$ cat src/rtl/charger_defines.svh
// Constants for the charger control and status register bank.
// Assumes one 50 MHz core clock and byte-wide registers.
//
// Functional notes
// [RULE_01] Forced limit detection runs, bit clears when done
// [RULE_02] Safety timer half rate in limit, cool, thermal
// [RULE_03] Switch off now or after delay; clear allows on
// [RULE_04] Warm zone caps voltage unless selector set
// [RULE_05] Switch reset function follows its enable bit
// [RULE_06] Voltage floor is max of limit, battery+offset
// [RULE_07] Source type codes none, host, adapter, OTG
// [RULE_08] Charge phase codes off, pre, fast, done
// [RULE_09] Power good bit follows input supply quality
// [RULE_10] Thermal regulation bit follows die regulation
// [RULE_11] Minimum system voltage bit follows battery level
// [RULE_12] Watchdog flag reads one after expiry
// [RULE_13] Boost fault bit follows boost start blockers
// [RULE_14] Fault code normal, input, thermal, safety timer
// [RULE_15] Battery overvoltage flag follows detector
// [RULE_16] Temperature zone code tracks thermistor live
// [RULE_17] Good input bit follows attached supply
// [RULE_18] Limit loop bits follow loops in control
// [RULE_19] Top-off bit follows extension timer counting
// [RULE_20] Input overvoltage flag follows adapter detector
// [RULE_21] Voltage limit mask suppresses its pulse
// [RULE_22] Current limit mask suppresses its pulse
// [RULE_23] Restore bit resets controls and timer, self-clears
// [RULE_24] Host refreshes watchdog before its expiry
// [RULE_25] Watchdog restores only watchdog-marked control bits
// [RULE_26] Unmasked limit entry gives one interrupt pulse
`ifndef CHARGER_DEFINES_SVH
`define CHARGER_DEFINES_SVH

`define MISC_CTRL_ADDR 8'h07
`define CHARGE_STATUS_ADDR 8'h08
`define FAULT_STATUS_ADDR 8'h09
`define LIVE_STATUS_ADDR 8'h0a
`define RESET_ID_ADDR 8'h0b

`define RESTORE_BIT 7
`define MISC_CTRL_RESET 8'h4c
`define MISC_CTRL_WDT_MASK 8'hd4
`define IRQ_MASKS_RESET 2'h0

`define VFLOOR_OFS_200 13'h00c8
`define VFLOOR_OFS_250 13'h00fa
`define VFLOOR_OFS_300 13'h012c
`define WARM_LIMIT_CODE 5'h07

`define CLK_HZ 50000000
`define SWITCH_OFF_DELAY_S 8
`define SWITCH_OFF_DELAY_CYCLES (`SWITCH_OFF_DELAY_S * `CLK_HZ)

`endif

$ cat src/rtl/charger_pkg.sv
// Types shared by the charger register bank and its helpers.
// Assumes the defines header supplies all numeric constants.
package charger_pkg;

  typedef struct packed {
    logic wr;
    logic rd;
    logic [7:0] addr;
    logic [7:0] wdata;
  } reg_req_s;

  typedef struct packed {
    logic detect;
    logic slow_timer;
    logic sw_off;
    logic warm_sel;
    logic sw_dly;
    logic sw_rst_en;
    logic [1:0] track;
  } misc_ctrl_s;

  // Raw flags from the analog side, not yet synchronised
  typedef struct packed {
    logic input_present;
    logic power_good;
    logic good_input;
    logic vlimit;
    logic ilimit;
    logic thermal_reg;
    logic min_sys;
    logic topoff;
    logic adapter_overvoltage;
    logic otg_mode;
    logic source_select_pin;
    logic charge_enabled;
    logic below_low;
    logic terminated;
    logic boost_fault;
    logic input_fault;
    logic thermal_shutdown;
    logic timer_expired;
    logic bat_ovp;
    logic warm;
    logic cool;
    logic cold;
    logic hot;
  } analog_status_s;

  typedef enum logic [2:0] {
    SRC_NONE = 3'h0, SRC_HOST = 3'h1, SRC_ADAPTER = 3'h2, SRC_OTG = 3'h7
  } source_type_e;

  typedef enum logic [1:0] {
    PHASE_OFF = 2'h0, PHASE_PRE = 2'h1, PHASE_FAST = 2'h2, PHASE_DONE = 2'h3
  } charge_phase_e;

  typedef enum logic [1:0] {
    FAULT_NONE = 2'h0, FAULT_INPUT = 2'h1, FAULT_THERMAL = 2'h2,
    FAULT_TIMER = 2'h3
  } fault_code_e;

  typedef enum logic [2:0] {
    ZONE_NORMAL = 3'h0, ZONE_WARM = 3'h2, ZONE_COOL = 3'h3,
    ZONE_COLD = 3'h5, ZONE_HOT = 3'h6
  } temp_zone_e;

endpackage

$ cat src/rtl/charger_control_status_regs.sv
// Control and status register bank of the single-cell charger.
// Assumes a same-clock serial bus engine issues one-cycle reads and
// writes, and that analog flags arrive asynchronously.
`timescale 1ns/100ps
`include "charger_defines.svh"
module charger_control_status_regs #(
  parameter int SWITCH_OFF_DELAY_CYCLES = `SWITCH_OFF_DELAY_CYCLES,
  parameter logic [6:0] DEVICE_ID = 7'h2a // Arbitrary identity value
) (
  input wire logic core_clk_in, // Core clock, 50 MHz
  input wire logic rstn_in, // Async reset, active low
  input wire charger_pkg::reg_req_s reg_req_in, // Register access
  output logic [7:0] reg_rdata_out, // Read data, registered
  input wire charger_pkg::analog_status_s analog_in, // Async flags
  input wire logic watchdog_expired_in, // Watchdog expiry pulse
  input wire logic detect_done_in, // Limit detection finished pulse
  input wire logic [4:0] charge_voltage_code_in, // Programmed target
  input wire logic [12:0] input_voltage_limit_mv_in, // Programmed floor
  input wire logic [12:0] battery_mv_in, // Battery voltage, mV
  output logic detect_request_out, // Run limit detection
  output logic safety_timer_half_rate_out, // Slow safety timer
  output logic registers_restore_out, // Restore pulse, timer reset
  output logic battery_switch_on_out, // Battery switch allowed on
  output logic battery_switch_reset_en_out, // Switch reset enabled
  output logic [4:0] charge_voltage_code_out, // Effective target
  output logic [12:0] input_voltage_limit_eff_out, // Effective floor
  output logic irq_pulse_out // Interrupt pulse toward host
);
  generate
    if (SWITCH_OFF_DELAY_CYCLES < 1) begin : g_bad_delay
      $error("SWITCH_OFF_DELAY_CYCLES must be at least 1");
    end
  endgenerate

  localparam int AW = $bits(charger_pkg::analog_status_s);
  localparam charger_pkg::misc_ctrl_s CTRL_RESET =
    charger_pkg::misc_ctrl_s'(`MISC_CTRL_RESET);

  // Two-stage synchroniser; only the second stage is read
  logic [AW-1:0] sync_meta;
  logic [AW-1:0] sync_out;
  always_ff @(posedge core_clk_in or negedge rstn_in) begin
    if (!rstn_in) begin
      sync_meta <= '0;
      sync_out <= '0;
    end else begin
      sync_meta <= analog_in;
      sync_out <= sync_meta;
    end
  end
  charger_pkg::analog_status_s st;
  assign st = charger_pkg::analog_status_s'(sync_out);

  // Bus decode
  wire wr_misc = reg_req_in.wr && (reg_req_in.addr == `MISC_CTRL_ADDR);
  wire wr_live = reg_req_in.wr && (reg_req_in.addr == `LIVE_STATUS_ADDR);
  wire wr_reset = reg_req_in.wr && (reg_req_in.addr == `RESET_ID_ADDR);
  wire rd_fault = reg_req_in.rd && (reg_req_in.addr == `FAULT_STATUS_ADDR);
  wire restore_req = wr_reset && reg_req_in.wdata[`RESTORE_BIT];
  wire detect_set = wr_misc && reg_req_in.wdata[7];

  charger_pkg::misc_ctrl_s ctrl;
  charger_pkg::misc_ctrl_s next_ctrl;
  logic [1:0] irq_masks;
  logic [1:0] next_irq_masks;
  logic wdt_flag;
  logic next_wdt_flag;
  logic restore_pulse;

  always_comb begin
    next_ctrl = ctrl;
    if (restore_req) begin
      next_ctrl = CTRL_RESET; // RULE_23
    end else begin
      if (watchdog_expired_in) begin
        // Switch-off, delay and tracking survive the watchdog
        next_ctrl = charger_pkg::misc_ctrl_s'((ctrl & ~`MISC_CTRL_WDT_MASK)
          | (`MISC_CTRL_RESET & `MISC_CTRL_WDT_MASK)); // RULE_25
      end
      if (wr_misc) begin
        next_ctrl = charger_pkg::misc_ctrl_s'(reg_req_in.wdata);
      end
      // A fresh software request wins over a finishing detection
      if (detect_done_in && !detect_set) begin
        next_ctrl.detect = 1'b0; // RULE_01
      end
    end
  end

  always_comb begin
    next_irq_masks = irq_masks;
    if (restore_req) begin
      next_irq_masks = `IRQ_MASKS_RESET; // RULE_23
    end else if (wr_live) begin
      next_irq_masks = reg_req_in.wdata[1:0];
    end
  end

  // Expiry beats a simultaneous clearing read
  assign next_wdt_flag = watchdog_expired_in ? 1'b1 :
    (rd_fault ? 1'b0 : wdt_flag); // RULE_12

  always_ff @(posedge core_clk_in or negedge rstn_in) begin
    if (!rstn_in) begin
      ctrl <= CTRL_RESET;
      irq_masks <= `IRQ_MASKS_RESET;
      wdt_flag <= 1'b0;
      restore_pulse <= 1'b0;
    end else begin
      ctrl <= next_ctrl;
      irq_masks <= next_irq_masks;
      wdt_flag <= next_wdt_flag;
      restore_pulse <= restore_req; // RULE_23
    end
  end
  assign registers_restore_out = restore_pulse;

  // Status field encoding from synchronised flags
  charger_pkg::source_type_e source_type;
  charger_pkg::charge_phase_e charge_phase;
  charger_pkg::fault_code_e fault_code;
  charger_pkg::temp_zone_e temp_zone;

  assign source_type = st.otg_mode ? charger_pkg::SRC_OTG :
    !st.input_present ? charger_pkg::SRC_NONE :
    st.source_select_pin ? charger_pkg::SRC_HOST :
    charger_pkg::SRC_ADAPTER; // RULE_07

  assign charge_phase = !st.charge_enabled ? charger_pkg::PHASE_OFF :
    st.terminated ? charger_pkg::PHASE_DONE :
    st.below_low ? charger_pkg::PHASE_PRE :
    charger_pkg::PHASE_FAST; // RULE_08

  assign fault_code = st.input_fault ? charger_pkg::FAULT_INPUT :
    st.thermal_shutdown ? charger_pkg::FAULT_THERMAL :
    st.timer_expired ? charger_pkg::FAULT_TIMER :
    charger_pkg::FAULT_NONE; // RULE_14

  // Cool zone only exists while bucking, never in OTG
  assign temp_zone = st.hot ? charger_pkg::ZONE_HOT :
    st.cold ? charger_pkg::ZONE_COLD :
    st.warm ? charger_pkg::ZONE_WARM :
    (st.cool && !st.otg_mode) ? charger_pkg::ZONE_COOL :
    charger_pkg::ZONE_NORMAL; // RULE_16

  wire [7:0] misc_word = ctrl;
  wire [7:0] charge_word = {source_type, charge_phase, st.power_good,
    st.thermal_reg, st.min_sys}; // RULE_09 RULE_10 RULE_11
  wire [7:0] fault_word = {wdt_flag, st.boost_fault, fault_code,
    st.bat_ovp, temp_zone}; // RULE_13 RULE_15
  wire [7:0] live_word = {st.good_input, st.vlimit, st.ilimit, 1'b0,
    st.topoff, st.adapter_overvoltage, irq_masks}; // RULE_17 RULE_18 RULE_19 RULE_20
  wire [7:0] reset_word = {restore_pulse, DEVICE_ID};

  logic [7:0] read_word;
  always_comb begin
    unique case (reg_req_in.addr)
      `MISC_CTRL_ADDR: read_word = misc_word;
      `CHARGE_STATUS_ADDR: read_word = charge_word;
      `FAULT_STATUS_ADDR: read_word = fault_word;
      `LIVE_STATUS_ADDR: read_word = live_word;
      `RESET_ID_ADDR: read_word = reset_word;
      default: read_word = 8'h00;
    endcase
  end

  always_ff @(posedge core_clk_in or negedge rstn_in) begin
    if (!rstn_in) begin
      reg_rdata_out <= 8'h00;
    end else if (reg_req_in.rd) begin
      reg_rdata_out <= read_word;
    end
  end

  // Control outputs
  wire cool_zone = (temp_zone == charger_pkg::ZONE_COOL);
  wire in_dpm = st.vlimit || st.ilimit;
  assign detect_request_out = ctrl.detect && st.input_present; // RULE_01
  assign safety_timer_half_rate_out = ctrl.slow_timer &&
    (in_dpm || cool_zone || st.thermal_reg); // RULE_02
  assign battery_switch_reset_en_out = ctrl.sw_rst_en; // RULE_05

  logic [12:0] floor_offset;
  always_comb begin
    unique case (ctrl.track)
      2'h0: floor_offset = 13'h0000;
      2'h1: floor_offset = `VFLOOR_OFS_200;
      2'h2: floor_offset = `VFLOOR_OFS_250;
      2'h3: floor_offset = `VFLOOR_OFS_300;
    endcase
  end
  // Saturate rather than wrap near the top of the range
  wire [13:0] tracked_sum = {1'b0, battery_mv_in} + {1'b0, floor_offset};
  wire [12:0] tracked_mv = tracked_sum[13] ? 13'h1fff : tracked_sum[12:0];
  wire [12:0] next_floor = (ctrl.track != 2'h0 &&
    tracked_mv > input_voltage_limit_mv_in) ?
    tracked_mv : input_voltage_limit_mv_in; // RULE_06

  wire warm_cap = (temp_zone == charger_pkg::ZONE_WARM) && !ctrl.warm_sel;
  wire [4:0] next_voltage_code = (warm_cap &&
    charge_voltage_code_in > `WARM_LIMIT_CODE) ?
    `WARM_LIMIT_CODE : charge_voltage_code_in; // RULE_04

  always_ff @(posedge core_clk_in or negedge rstn_in) begin
    if (!rstn_in) begin
      input_voltage_limit_eff_out <= 13'h0000;
      charge_voltage_code_out <= 5'h00;
    end else begin
      input_voltage_limit_eff_out <= next_floor;
      charge_voltage_code_out <= next_voltage_code;
    end
  end

  switch_off_timer #(
    .DELAY_CYCLES(SWITCH_OFF_DELAY_CYCLES)
  ) u_switch (
    .core_clk_in(core_clk_in),
    .rstn_in(rstn_in),
    .off_req_in(ctrl.sw_off),
    .delay_en_in(ctrl.sw_dly),
    .switch_on_out(battery_switch_on_out)
  );

  irq_pulse_gen u_irq (
    .core_clk_in(core_clk_in),
    .rstn_in(rstn_in),
    .vlimit_in(st.vlimit),
    .ilimit_in(st.ilimit),
    .vmask_in(irq_masks[1]),
    .imask_in(irq_masks[0]),
    .irq_pulse_out(irq_pulse_out)
  );
endmodule

$ cat src/rtl/irq_pulse_gen.sv
// Interrupt pulse on entry into the input limit loops.
// Assumes loop flags are already synchronised to the core clock.
`timescale 1ns/100ps
module irq_pulse_gen (
  input wire logic core_clk_in, // Core clock
  input wire logic rstn_in, // Async reset, active low
  input wire logic vlimit_in, // Voltage limit loop active
  input wire logic ilimit_in, // Current limit loop active
  input wire logic vmask_in, // Voltage limit pulse masked
  input wire logic imask_in, // Current limit pulse masked
  output logic irq_pulse_out // One-cycle interrupt pulse
);
  logic vlimit_d;
  logic ilimit_d;
  wire v_entry = vlimit_in && !vlimit_d && !vmask_in; // RULE_21
  wire i_entry = ilimit_in && !ilimit_d && !imask_in; // RULE_22

  always_ff @(posedge core_clk_in or negedge rstn_in) begin
    if (!rstn_in) begin
      vlimit_d <= 1'b0;
      ilimit_d <= 1'b0;
      irq_pulse_out <= 1'b0;
    end else begin
      vlimit_d <= vlimit_in;
      ilimit_d <= ilimit_in;
      // Entries in back-to-back cycles merge; a pulse never stretches
      irq_pulse_out <= (v_entry || i_entry) && !irq_pulse_out; // RULE_26
    end
  end
endmodule

$ cat src/rtl/switch_off_timer.sv
// Battery switch gate with optional turn-off delay.
// Assumes off request and delay select come from same-clock registers.
`timescale 1ns/100ps
`include "charger_defines.svh"
module switch_off_timer #(
  parameter int DELAY_CYCLES = `SWITCH_OFF_DELAY_CYCLES
) (
  input wire logic core_clk_in, // Core clock
  input wire logic rstn_in, // Async reset, active low
  input wire logic off_req_in, // Switch off requested
  input wire logic delay_en_in, // Wait the delay before turning off
  output logic switch_on_out // Battery switch allowed on
);
  generate
    if (DELAY_CYCLES < 1) begin : g_bad
      $error("switch_off_timer: DELAY_CYCLES must be at least 1");
    end
  endgenerate

  logic [31:0] count;
  wire delay_done = (count >= 32'(DELAY_CYCLES - 1));
  wire turn_off = off_req_in && (!delay_en_in || delay_done);

  always_ff @(posedge core_clk_in or negedge rstn_in) begin
    if (!rstn_in) begin
      count <= 32'h0;
      switch_on_out <= 1'b1;
    end else begin
      count <= (off_req_in && !delay_done) ? count + 32'h1 : 32'h0;
      if (!off_req_in) begin
        switch_on_out <= 1'b1; // RULE_03
      end else if (turn_off) begin
        switch_on_out <= 1'b0; // RULE_03
      end
    end
  end
endmodule

$ cat config.mk
export PLATFORM = sky130hd
export DESIGN_NAME = charger_control_status_regs
export DESIGN_NICKNAME = d
export VERILOG_FILES = /design/src/rtl/charger_pkg.sv /design/src/rtl/charger_control_status_regs.sv /design/src/rtl/irq_pulse_gen.sv /design/src/rtl/switch_off_timer.sv
export VERILOG_INCLUDE_DIRS = /design/src /design/src/rtl
export SDC_FILE = /design/constraint.sdc
export NUM_CORES = 1
export LEC_CHECK = 0
export CAP_MARGIN = 40
export CORE_MARGIN = 4
export CORE_UTILIZATION = 62
export CTS_CLUSTER_SIZE = 28
export DETAILED_ROUTE_END_ITERATION = 8
export DONT_BUFFER_PORTS = 1
export PLACE_DENSITY_LB_ADDON = 0.05
export SETUP_SLACK_MARGIN = 0.05
export SKIP_LAST_GASP = 1
export SLEW_MARGIN = 0
export SYNTH_ARGS = -nofsm -noshare
export SYNTH_HDL_FRONTEND = slang
export SYNTH_HIERARCHICAL = 1
export SYNTH_SLANG_ARGS = --single-unit
$ cat constraint.sdc
create_clock -name core_clk_in -period 7.8 [get_ports core_clk_in]
set_clock_uncertainty 0.2 [all_clocks]
set_input_delay 1.17 -clock core_clk_in [delete_from_list [all_inputs] [get_ports core_clk_in]]
set_output_delay 1.17 -clock core_clk_in [all_outputs]
set_load 0.01 [all_outputs]
# After elaboration in Yosys (flattened, before gate mapping)
# Cells that the tools add are included.
[totals]
regBits = 120
inputBits = 76
[classes]
addsub = 2
n_lt_le_gt_ge = 3
eq_ne = 11
muxes = 29
reduce_logical = 42
[op_table]
columns = ["cell", "count"]
rows = [
  ["case mux 13 bit (4 select lines)", 1],
  ["case mux 8 bit (5 select lines)", 1],
  ["adder 32 x 1 -> 32 bit, second input constant", 1],
  ["equality test 8 x 4 -> 1 bit, second input constant", 4],
  ["greater-or-equal comparator 32 x 29 -> 1 bit, second input constant", 1],
  ["two-way mux 32 bit", 1],
  ["two-way mux 13 bit", 2],
  ["two-way mux 2 bit", 12],
  ["two-way mux 8 bit", 3],
  ["logical AND 1 bit", 20],
  ["adder 13 x 13 -> 14 bit", 1],
  ["> comparator 13 bit", 1],
  ["logical NOT 1 bit", 10],
  ["two-way mux 3 bit", 3],
  ["equality test 8 x 3 -> 1 bit, second input constant", 1],
  ["nonzero test 2 bit", 4],
  ["equality test 3 x 2 -> 1 bit, second input constant", 2],
  ["> comparator 5 x 3 -> 1 bit, second input constant", 1],
  ["logical OR 1 bit", 5],
  ["two-way mux 1 bit", 5],
  ["two-way mux 5 bit", 1],
  ["equality test 2 bit, second input constant", 2],
  ["nonzero test 4 bit", 1],
  ["nonzero test 3 bit", 1],
  ["other kinds (3)", 3],
]

# Depth between registers and ports, before layout
# Gate-level depths: netlist of run 1.
[depth]
ltp_word = 10
ltp_mapped = 17
depth_no_buf = 16

# Cells and area by module
# Netlist of run 1, hierarchy kept.
[by_module_without_submodules]
columns = ["module", "n_inst", "cells_each", "area_each_um2", "seq_area_each_um2"]
rows = [
  ["charger_control_status_regs", 1, 351, 3966.3, 2105.8],
  ["switch_off_timer", 1, 179, 1769.2, 827.0],
  ["irq_pulse_gen", 1, 6, 97.6, 75.1],
]

# Worst setup path after synthesis of run 1
# OpenSTA, ideal clock, no wires.
[synth_timing]
path_kind = "input to register"
start = "input port battery_mv_in[1]"
end = "register input_voltage_limit_eff_out[11]"
setup_time_ns = 0.125
arrival_ns = 4.113
slack_ns = 3.362
cell_stages = 15
cell_sequence = "and2_2 ha_1 a21o_1 a21oi_1 o21ai_2 o211ai_2 nand2_1 ha_1 a21o_1 a21o_1 a21oi_1 or2_2 a31oi_1 buf_2 mux2_2"
[synth_between]
elab_chain_cells = 5
[synth_lines]
columns = ["item", "line", "text"]
rows = [
  ["from (decl)", "charger_control_status_regs.sv:19", "input wire logic [12:0] battery_mv_in,"],
  ["adder 13 x 13 -> 14 bit *", "charger_control_status_regs.sv:193", "wire [13:0] tracked_sum = {1'b0, battery_mv_in} + {1'b0, floor_offset};"],
  ["two-way mux 13 bit *", "charger_control_status_regs.sv:194", "wire [12:0] tracked_mv = tracked_sum[13] ? 13'h1fff : tracked_sum[12:0];"],
  ["> comparator 13 bit", "charger_control_status_regs.sv:196", "tracked_mv > input_voltage_limit_mv_in) ?"],
  ["logical AND 1 bit", "charger_control_status_regs.sv:195", "wire [12:0] next_floor = (ctrl.track != 2'h0 &&"],
  ["two-way mux 13 bit *", "charger_control_status_regs.sv:196", ""],
  ["net next_floor[11]", "charger_control_status_regs.sv:195", ""],
  ["to (signal assigned)", "charger_control_status_regs.sv:209", "input_voltage_limit_eff_out <= next_floor;"],
  ["to (decl)", "charger_control_status_regs.sv:26", "output logic [12:0] input_voltage_limit_eff_out,"],
]
# Mark *: on every way through the listed nets, which the timed path passes. The rest lies on a longest branch.
# A chain may end at the register's enable or synchronous reset.

# Worst setup path in the final report of run 1
[layout_timing]
start = "register ctrl[1] (netlist name)"
end = "register input_voltage_limit_eff_out[1]"
[layout_between]
elab_chain_cells = 7
elab_cells_between_ends = 11
cone_classes = "add/sub (1); order compare (1); eq/ne (3); mux (3); reduce/logical (3)"
[layout_lines]
columns = ["item", "line", "text"]
rows = [
  ["from (decl)", "charger_control_status_regs.sv:62", "charger_pkg::misc_ctrl_s ctrl;"],
  ["from (signal assigned)", "charger_control_status_regs.sv:110", "ctrl <= next_ctrl;"],
  ["equality test 2 bit (tied with other cells)", "charger_control_status_regs.sv:185", "unique case (ctrl.track)"],
  ["case mux 13 bit (4 select lines)", "charger_control_status_regs.sv:185", ""],
  ["adder 13 x 13 -> 14 bit", "charger_control_status_regs.sv:193", ""],
  ["two-way mux 13 bit", "charger_control_status_regs.sv:194", ""],
  ["> comparator 13 bit", "charger_control_status_regs.sv:196", ""],
  ["logical AND 1 bit", "charger_control_status_regs.sv:195", ""],
  ["two-way mux 13 bit *", "charger_control_status_regs.sv:196", ""],
  ["net next_floor[1]", "charger_control_status_regs.sv:195", ""],
]
# Mark *: on every way through the listed nets, which the timed path passes. The rest lies on a longest branch. The select of a mux whose other input is x is not followed.

==> key figures, run 1 <==
Synth
  – Synthesized cell area: 5830 um2
  – Post-synthesis mux area share: 3.02%
  – Number of synthesized flops with an enable pin: 0
  – Largest family of logic cells by synthesized area: simple AND/OR/NAND/NOR gates
  – Seq/Total Area, Yosys: 51.6%
  – Post-synth ARST share: 100%
  – Count of state elements after synthesis: 120
  – Synth Area in XOR/XNOR: 3.71%
  – Syn Area/Cell: 10.9 um2
  – Gate Count Post-Synth: 536
  – Top FF cell, synth: dfrtp_1
  – Synthesis warning total: 6
  – Synth Area in Adders: 4.72%
  – Simple logic cell fraction of the synthesized area: 18.3%
  – Netlist cell types: 77
  – Synth Area in Compound Gates: 14.7%

STA
  – Worst Tran Pin Value: 0.925 ns
  – Unrepaired setup endpoints after global routing: no
  – Rel. slew slack: 38.3%
  – Final Max Tran Viols: 0
  – Fin crit period: 4.79 ns
  – Setup TNS: 0 ns
  – Period utilization: 61.5%
  – Worst hold slack: 0.144 ns
  – Upper clock frequency limit: 209 MHz
  – Endpoints failing hold: 0
  – Setup Viol. Count Final: 0

Setup path
  – Crit. End Element: flop
  – R2r worst-path depth: 16
  – CP Launch Type: flop
  – Worst path required time: 8.00 ns
  – CP arrival: 5.00 ns
  – Crit path max fanout: 10
  – Kind of critical path: reg -> reg

Clocking
  – Reg clk slew, reported paths: 0.06 ns
  – Clock Root Buffer: clkbuf_8
  – Post CTS Setup Buffer Count: 0
  – Clock sink count: 120
  – CTS tree: built
  – Clk_lat worst skew: 0.52 ns
  – H-tree depth: 4
  – # resized after CTS: 0
  – Hold-fix buffers, CTS: 0
  – CTS Buf Count: 17
  – Clock buffer depth: 2

Place
  – DPL Wire Length: 9140 um
  – Port Buffer Count: 0
  – Gp weighted congestion: 0.856
  – Inst Count DP: 636

Global routing
  – Largest net degree at the start of global routing: 121
  – Initial antenna violation count: 0
  – GRT Total Usage: 24.1%
  – Total gr overflow: 0
  – Vias in the first global route: 4125
  – First-pass GRT wire length: 21000 um

Routing
  – DRC: 0
  – Drt total wl: 12800 um
  – Drt first pass iters: 5
  – WL/cell: 19.1 um
  – Vias per std cell: 6.38
  – Total number of vias: 4263
  – Remaining antenna violation count: 0
  – Iter 0 DRT Violations: 261

Finish
  – Share of cells above drive strength 1: 16.0%
  – Final Util: 70.7%
  – Nets@finish: 642
  – Layout area overhead: 11.4%
  – # diodes: 0
  – Non-filler cells, final: 668

Flow run
  – Max_cap viols: 0

Floorplanning
  – Die area: 11000 um2
  – Core area: 9200 um2
  – Die Wd: 105 um
  – # rows: 35
  – Die H: 105 um
  – Io pins: 108
  – Starting density of the core: 63.4%

Pwr
  – Leakage power: 0.00274 uW
  – Power per Cell Area: 227 nW/um2
  – Maximum vdd drop: 0.246 mV

Status
  – Status: completed

Min path
  – Worst min path class: in -> async
[routing by layer]
layer	global-route usage [%]	wire length, um	vias to the layer above
met5	0	0	-
met4	6.84	191	0
met3	8.21	984	19
met2	36.5	6100	167
met1	33.3	5520	2094
li1	-	-	1983
[Yosys cell counts (7+ instances only)]
cell type    n  area share, %
o31ai_1     11            1.4
inv_1       37            2.4
o21ai_1      7           0.60
or2_2        7           0.75
xor2_1       8            1.2
or4_1       11            1.4
dfrtp_1    116             50
nor3_1      20            1.7
a211oi_1    13            1.7
mux2_2      13            2.5
clkbuf_1     7           0.45
nand4_1      8           0.86
a21oi_1     15            1.3
nand3_1     23            2.0
nor2_1      19            1.2
or3_1        7           0.75
o21ai_0     14            1.2
nand2_1     44            2.8
xnor2_1     13            2.0
ha_1        22            4.7
[where the power goes]
part	leakage [uW]	total [uW]	switching [uW]	internal [uW]
logic	0.000974	79.4	44.0	35.4
registers	0.00150	658	13.8	645
clock network	0.000273	735	302	433
total	0.00274	1470	360	1110
[layout make-up]
type | count | area (um2)
Clock buffer | 17 | 414
Clock inverter | 15 | 153
Fill cell | 673 | 2700
Inverter | 37 | 139
Multi-Input combinational cell | 365 | 2620
Sequential cell | 120 | 3010
Tap cell | 111 | 139
Timing Repair Buffer | 3 | 22.5
[cell families after synthesis]
group                    count (synthesis)
AND/OR/NAND/NOR                        185
flip-flops                             120
AO/OA/AOI/OAI                          116
buffers and inverters                   53
XOR/XNOR                                23
adder cells (fa/ha/maj)                 22
multiplexers                            16
other                                    1
[worst max-delay path, cell delays in order, from the launching register on]
cell and delay, ns:
dfrtp_1 0.46, ha_1 0.32, xor2_2 0.22, ha_1 0.21, a21o_1 0.17, a21oi_1 0.35
o21ai_2 0.16, o211ai_2 0.44, nand2_1 0.15, ha_1 0.33, a21o_1 0.11, a21o_1 0.10
a21oi_1 0.06, or2_2 0.29, a31oi_1 0.47, buf_4 0.27, mux2_2 0.35
[sequential cells by signal, summed over array words and instances, names as in the netlist, 2 cells and up]
| signal | flops |
|---|---|
| ctrl | 7 |
| charge_voltage_code_out | 5 |
| reg_rdata_out | 8 |
| sync_meta | 23 |
| irq_masks | 2 |
| u_switch/count | 32 |
| st | 23 |
| input_voltage_limit_eff_out | 13 |
[through the flow]
| stage | setup WS, ns | total power [uW] | instance area (um2) |
|---|---|---|---|
| floorplan | 3.36 | 731 | 5840 |
| global placement | 2.84 | 744 | 5930 |
| detailed placement | 2.64 | 748 | 5930 |
| CTS | 2.97 | 1490 | 6500 |
| global route | 2.54 | 1530 | 6500 |
| finish | 3.01 | 1470 | 6500 |
[cells in the final DEF (no fill, tap or decap), drive strengths merged, types with 6 or more instances in the layout]
cell / instances
nand3: 23
dfrtp: 116
mux2: 13
xor2: 10
nand4: 10
nor2b: 6
nor3: 22
inv: 45
or4: 15
nor2: 19
o31ai: 11
or3: 8
o21ai: 23
clkbuf: 17
or2: 8
ha: 22
a21o: 6
nand2: 45
a21oi: 15
xnor2: 13
o22ai: 6
a211oi: 15
and3: 7
[path summary, 6_finish.rpt]
path | from | endpoint | slack [ns]
worst max-delay path | ctrl[1] | input_voltage_limit_eff_out[1] | 3.01
max in group asynchronous | rstn_in | u_switch/switch_on_out | 7.01
worst min register to register | sync_meta[16] | st[16] | 0.15
worst max register to register | ctrl[1] | input_voltage_limit_eff_out[1] | 3.01
min in group core_clk_in | sync_meta[16] | st[16] | 0.15
worst min-delay path | rstn_in | input_voltage_limit_eff_out[10] | 0.14
Power figures use the tool's default switching activity.
==> inputs of run 2 (changes only) <==
--- a/config.mk
+++ b/config.mk
@@ -6,6 +6,7 @@
 export SDC_FILE = /design/constraint.sdc
 export NUM_CORES = 1
 export LEC_CHECK = 0
+export ABC_AREA = 1
 export CAP_MARGIN = 40
 export CORE_MARGIN = 4
 export CORE_UTILIZATION = 62
==> constraint.sdc (replaced) <==
create_clock -name core_clk_in -period 4.53 [get_ports core_clk_in]
set_clock_uncertainty 0.2 [all_clocks]
set_input_delay 0.6795 -clock core_clk_in [delete_from_list [all_inputs] [get_ports core_clk_in]]
set_output_delay 0.6795 -clock core_clk_in [all_outputs]
set_load 0.01 [all_outputs]
==> run 2 against run 1 <==
Against the previous run: hold slack worse by 0.072 ns; sequential power grew 78%; clock-buffer cell count is the same; cell count grew 41%; sequential cell count did not move; die area is 6.3% higher; largest cell class unchanged; highest routed layer unchanged.
==> key figures, run 2 <==
Status
  – Status: completed

Pwr
  – Leakage power: 0.00349 uW (+27%)
  – Power per Cell Area: 401 nW/um2 (+77%)
  – Power after layout: 2900 uW (+97%)
  – Maximum vdd drop: 0.280 mV (+13%)

STA
  – Setup TNS: 0 ns (unchanged)
  – Unrepaired setup endpoints after global routing: no
  – Period utilization: 83.8% (+22 points)
  – Fin crit period: 3.79 ns (-1.00 ns)
  – Final Max Tran Viols: 0 (unchanged)
  – Upper clock frequency limit: 264 MHz (+26%)
  – Rel. slew slack: 58.9% (+21 points)
  – Endpoints failing hold: 0 (unchanged)
  – Worst hold slack: 0.0715 ns (-0.0721 ns)
  – Setup Viol. Count Final: 0 (unchanged)
  – Worst Tran Pin Value: 0.614 ns (-0.311 ns)

Global routing
  – Total gr overflow: 0 (unchanged)
  – GRT Total Usage: 27.1% (+3.0 points)
  – Initial antenna violation count: 0 (unchanged)
  – Vias in the first global route: 5120 (+24%)
  – Largest net degree at the start of global routing: 121 (unchanged)
  – First-pass GRT wire length: 24600 um (+17%)

Clocking
  – # resized after CTS: 0 (unchanged)
  – H-tree depth: 4 (unchanged)
  – CTS tree: built
  – Clock sink count: 120 (unchanged)
  – Post CTS Setup Buffer Count: 0 (unchanged)
  – CTS Buf Count: 17 (unchanged)
  – Reg clk slew, reported paths: 0.06 ns (about the same)
  – Clock Root Buffer: clkbuf_8
  – Clock buffer depth: 2 (unchanged)
  – Clk_lat worst skew: 0.52 ns (about the same)

Synth
  – Synthesized cell area: 6230 um2 (+6.8%)
  – Synth cell count leaders: 217 x nand2_1, 116 x dfrtp_1, 93 x inv_1, 93 x nor2_1, 49 x nand3_1
  – Top FF cell, synth: dfrtp_1
  – Post-synth ARST share: 100% (unchanged)
  – Area share of the largest cell type after synthesis: 46.6% (-3.2 points)
  – Seq/Total Area, Yosys: 48.3% (-3.3 points)
  – Syn Area/Cell: 8.23 um2 (-24%)
  – Count of state elements after synthesis: 120 (unchanged)
  – Netlist cell types: 41 (-47%)
  – Count leader, synth: nand2_1
  – Dominant cell type by area after synthesis: dfrtp_1
  – Synthesis warning total: 6 (unchanged)
  – Gate Count Post-Synth: 757 (+41%)
  – Number of synthesized flops with an enable pin: 0 (unchanged)
  – Ranking of synthesized cells by area: dfrtp_1 47%, nand2_1 13%, inv_1 5.6%, nor2_1 5.6%, ha_1 4.4%

Finish
  – Share of cells above drive strength 1: 12.9% (-3.0 points)
  – # diodes: 0 (unchanged)
  – Layout area overhead: 16.0%
  – Fillers: 704 (+4.6%)
  – Non-filler cells, final: 944 (+41%)
  – Multi-input gate area: 2810 um2 (+7.0%)
  – Reg area: 3010 um2 (unchanged)
  – Nets@finish: 897 (+40%)
  – Max reg flops: 32 (unchanged)
  – Largest reg by FF count: u_switch/count
  – Most frequent cells in the layout: 217 x nand2_1, 116 x dfrtp_1, 93 x nor2_1, 93 x inv_1, 49 x nand3_1
  – Leading cell type in the layout, fill and taps excluded: nand2_1

Setup path
  – Crit. End Element: flop
  – Worst path required time: 4.71 ns (-3.29 ns)
  – Kind of critical path: reg -> reg
  – Crit path max fanout: 9 (-1)
  – R2R setup slack: 0.74 ns (-2.27 ns)
  – CP arrival: 3.97 ns (-1.03 ns)
  – CP Launch Type: flop

Floorplanning
  – Die Wd: 108 um (+3.1%)
  – # rows: 36 (+2.9%)
  – Die H: 108 um (+3.1%)
  – Starting density of the core: 63.7% (+0.29 points)
  – Core area: 9770 um2 (+6.3%)
  – Die area: 11700 um2 (+6.3%)
  – Io pins: 108 (unchanged)

Flow run
  – Max_cap viols: 0 (unchanged)

Min path
  – Worst min path class: in -> reg

Routing
  – Drt first pass iters: 4 (-1)
  – Remaining antenna violation count: 0 (unchanged)
  – Total number of vias: 5000 (+17%)
  – DRC: 0 (unchanged)
  – WL/cell: 15.6 um (-18%)
  – Iter 0 DRT Violations: 333 (+28%)
  – Vias per std cell: 5.30 (-17%)
  – Drt total wl: 14700 um (+15%)

Place
  – DPL Wire Length: 10600 um (+16%)
  – Inst Count DP: 888 (+40%)
  – Port Buffer Count: 0 (unchanged)
  – Gp weighted congestion: 0.892 (+4.2%)
[run 2: cell count changes in the layout (fill, tap and decap cells not counted), moves of 12 or more]
cell / previous run / this run
nand2_1: 44 / 217
a211oi_1: 13 / 1
mux2_2: 13 / 0
nor2_2: 0 / 15
dlygate4sd3_1: 0 / 24
nand2_2: 1 / 16
inv_1: 37 / 93
nor2_1: 19 / 93
nand3_1: 23 / 49
nor3_1: 20 / 4
[run 2: routing by layer]
layer  global-route usage (%)  vias to the layer above  part of all wire (%)
met5                        0                        -                     0
met4                     9.20                        0                   1.9
met3                     7.16                       24                   7.1
met2                     46.0                      175                    51
met1                     33.9                     2332                    40
li1                         -                     2469                     -
[run 2: report_power, final]
group / switching [uW] / internal (uW)
clock network: 507 / 838
logic: 242 / 142
registers: 39.4 / 1130
total: 789 / 2110
[run 2: cell type report]
| class | instances | area share [%] |
|---|---|---|
| tap | 133 | 2.30 |
| multi-input combinational | 534 | 38.8 |
| clock buffer | 17 | 5.73 |
| inverter | 100 | 5.19 |
| sequential | 120 | 41.6 |
| clock inverter | 14 | 2.41 |
| timing repair buffer | 26 | 3.91 |
[run 2: critical path: stages, from the launching register on]
cell,delay (ns)
dfrtp_1,0.40
inv_1,0.15
ha_1,0.18
inv_1,0.07
ha_1,0.29
inv_1,0.16
nor2_1,0.07
nand2_1,0.10
nand2_1,0.11
nand2_1,0.12
nand2_1,0.08
nand2_1,0.08
nand2_1,0.05
nand2_1,0.11
nand3_4,0.08
ha_1,0.30
nand2_1,0.07
inv_1,0.03
o21ai_0,0.13
nand2_1,0.08
a21oi_1,0.27
nand2_1,0.09
nand3_1,0.26
o21ai_0,0.17
[run 2: kinds of logic after synthesis]
logic type      share of synthesized area (%)
fa+ha+maj                                4.42
xor+xnor                                 2.25
other cells                            0.0602
buf+inv                                  6.77
compound gates                           6.85
flops                                    48.3
simple gates                             31.4
[run 2: final timing paths]
path	startpoint	endpoint	depth (start not counted)
worst max-delay path	ctrl[0]	input_voltage_limit_eff_out[9]	23
worst min-delay path	charge_voltage_code_in[4]	charge_voltage_code_out[4]	2
worst max register to register	ctrl[0]	input_voltage_limit_eff_out[9]	23
worst min register to register	sync_meta[2]	st[2]	0
max in group asynchronous	rstn_in	ctrl[1]	2
min in group asynchronous	rstn_in	input_voltage_limit_eff_out[11]	2
[run 2: per-stage QoR]
step / worst slack, ns / cell area [um2] / utilization (%)
floorplan: 1.29 / 6240 / -
global placement: 0.885 / 6360 / 65.0
detailed placement: 0.792 / 6370 / 65.2
CTS: 0.763 / 7230 / 73.9
global route: 0.413 / 7230 / 73.9
finish: 0.735 / 7230 / 73.9
[run 2: timing repair]
| item | 4_1_cts | 5_1_grt |
|---|---|---|
| hold endpoints to repair | 143 | 0 |
| endpoints found under the setup margin | 0 | 0 |
| hold buffers | 25 | 0 |
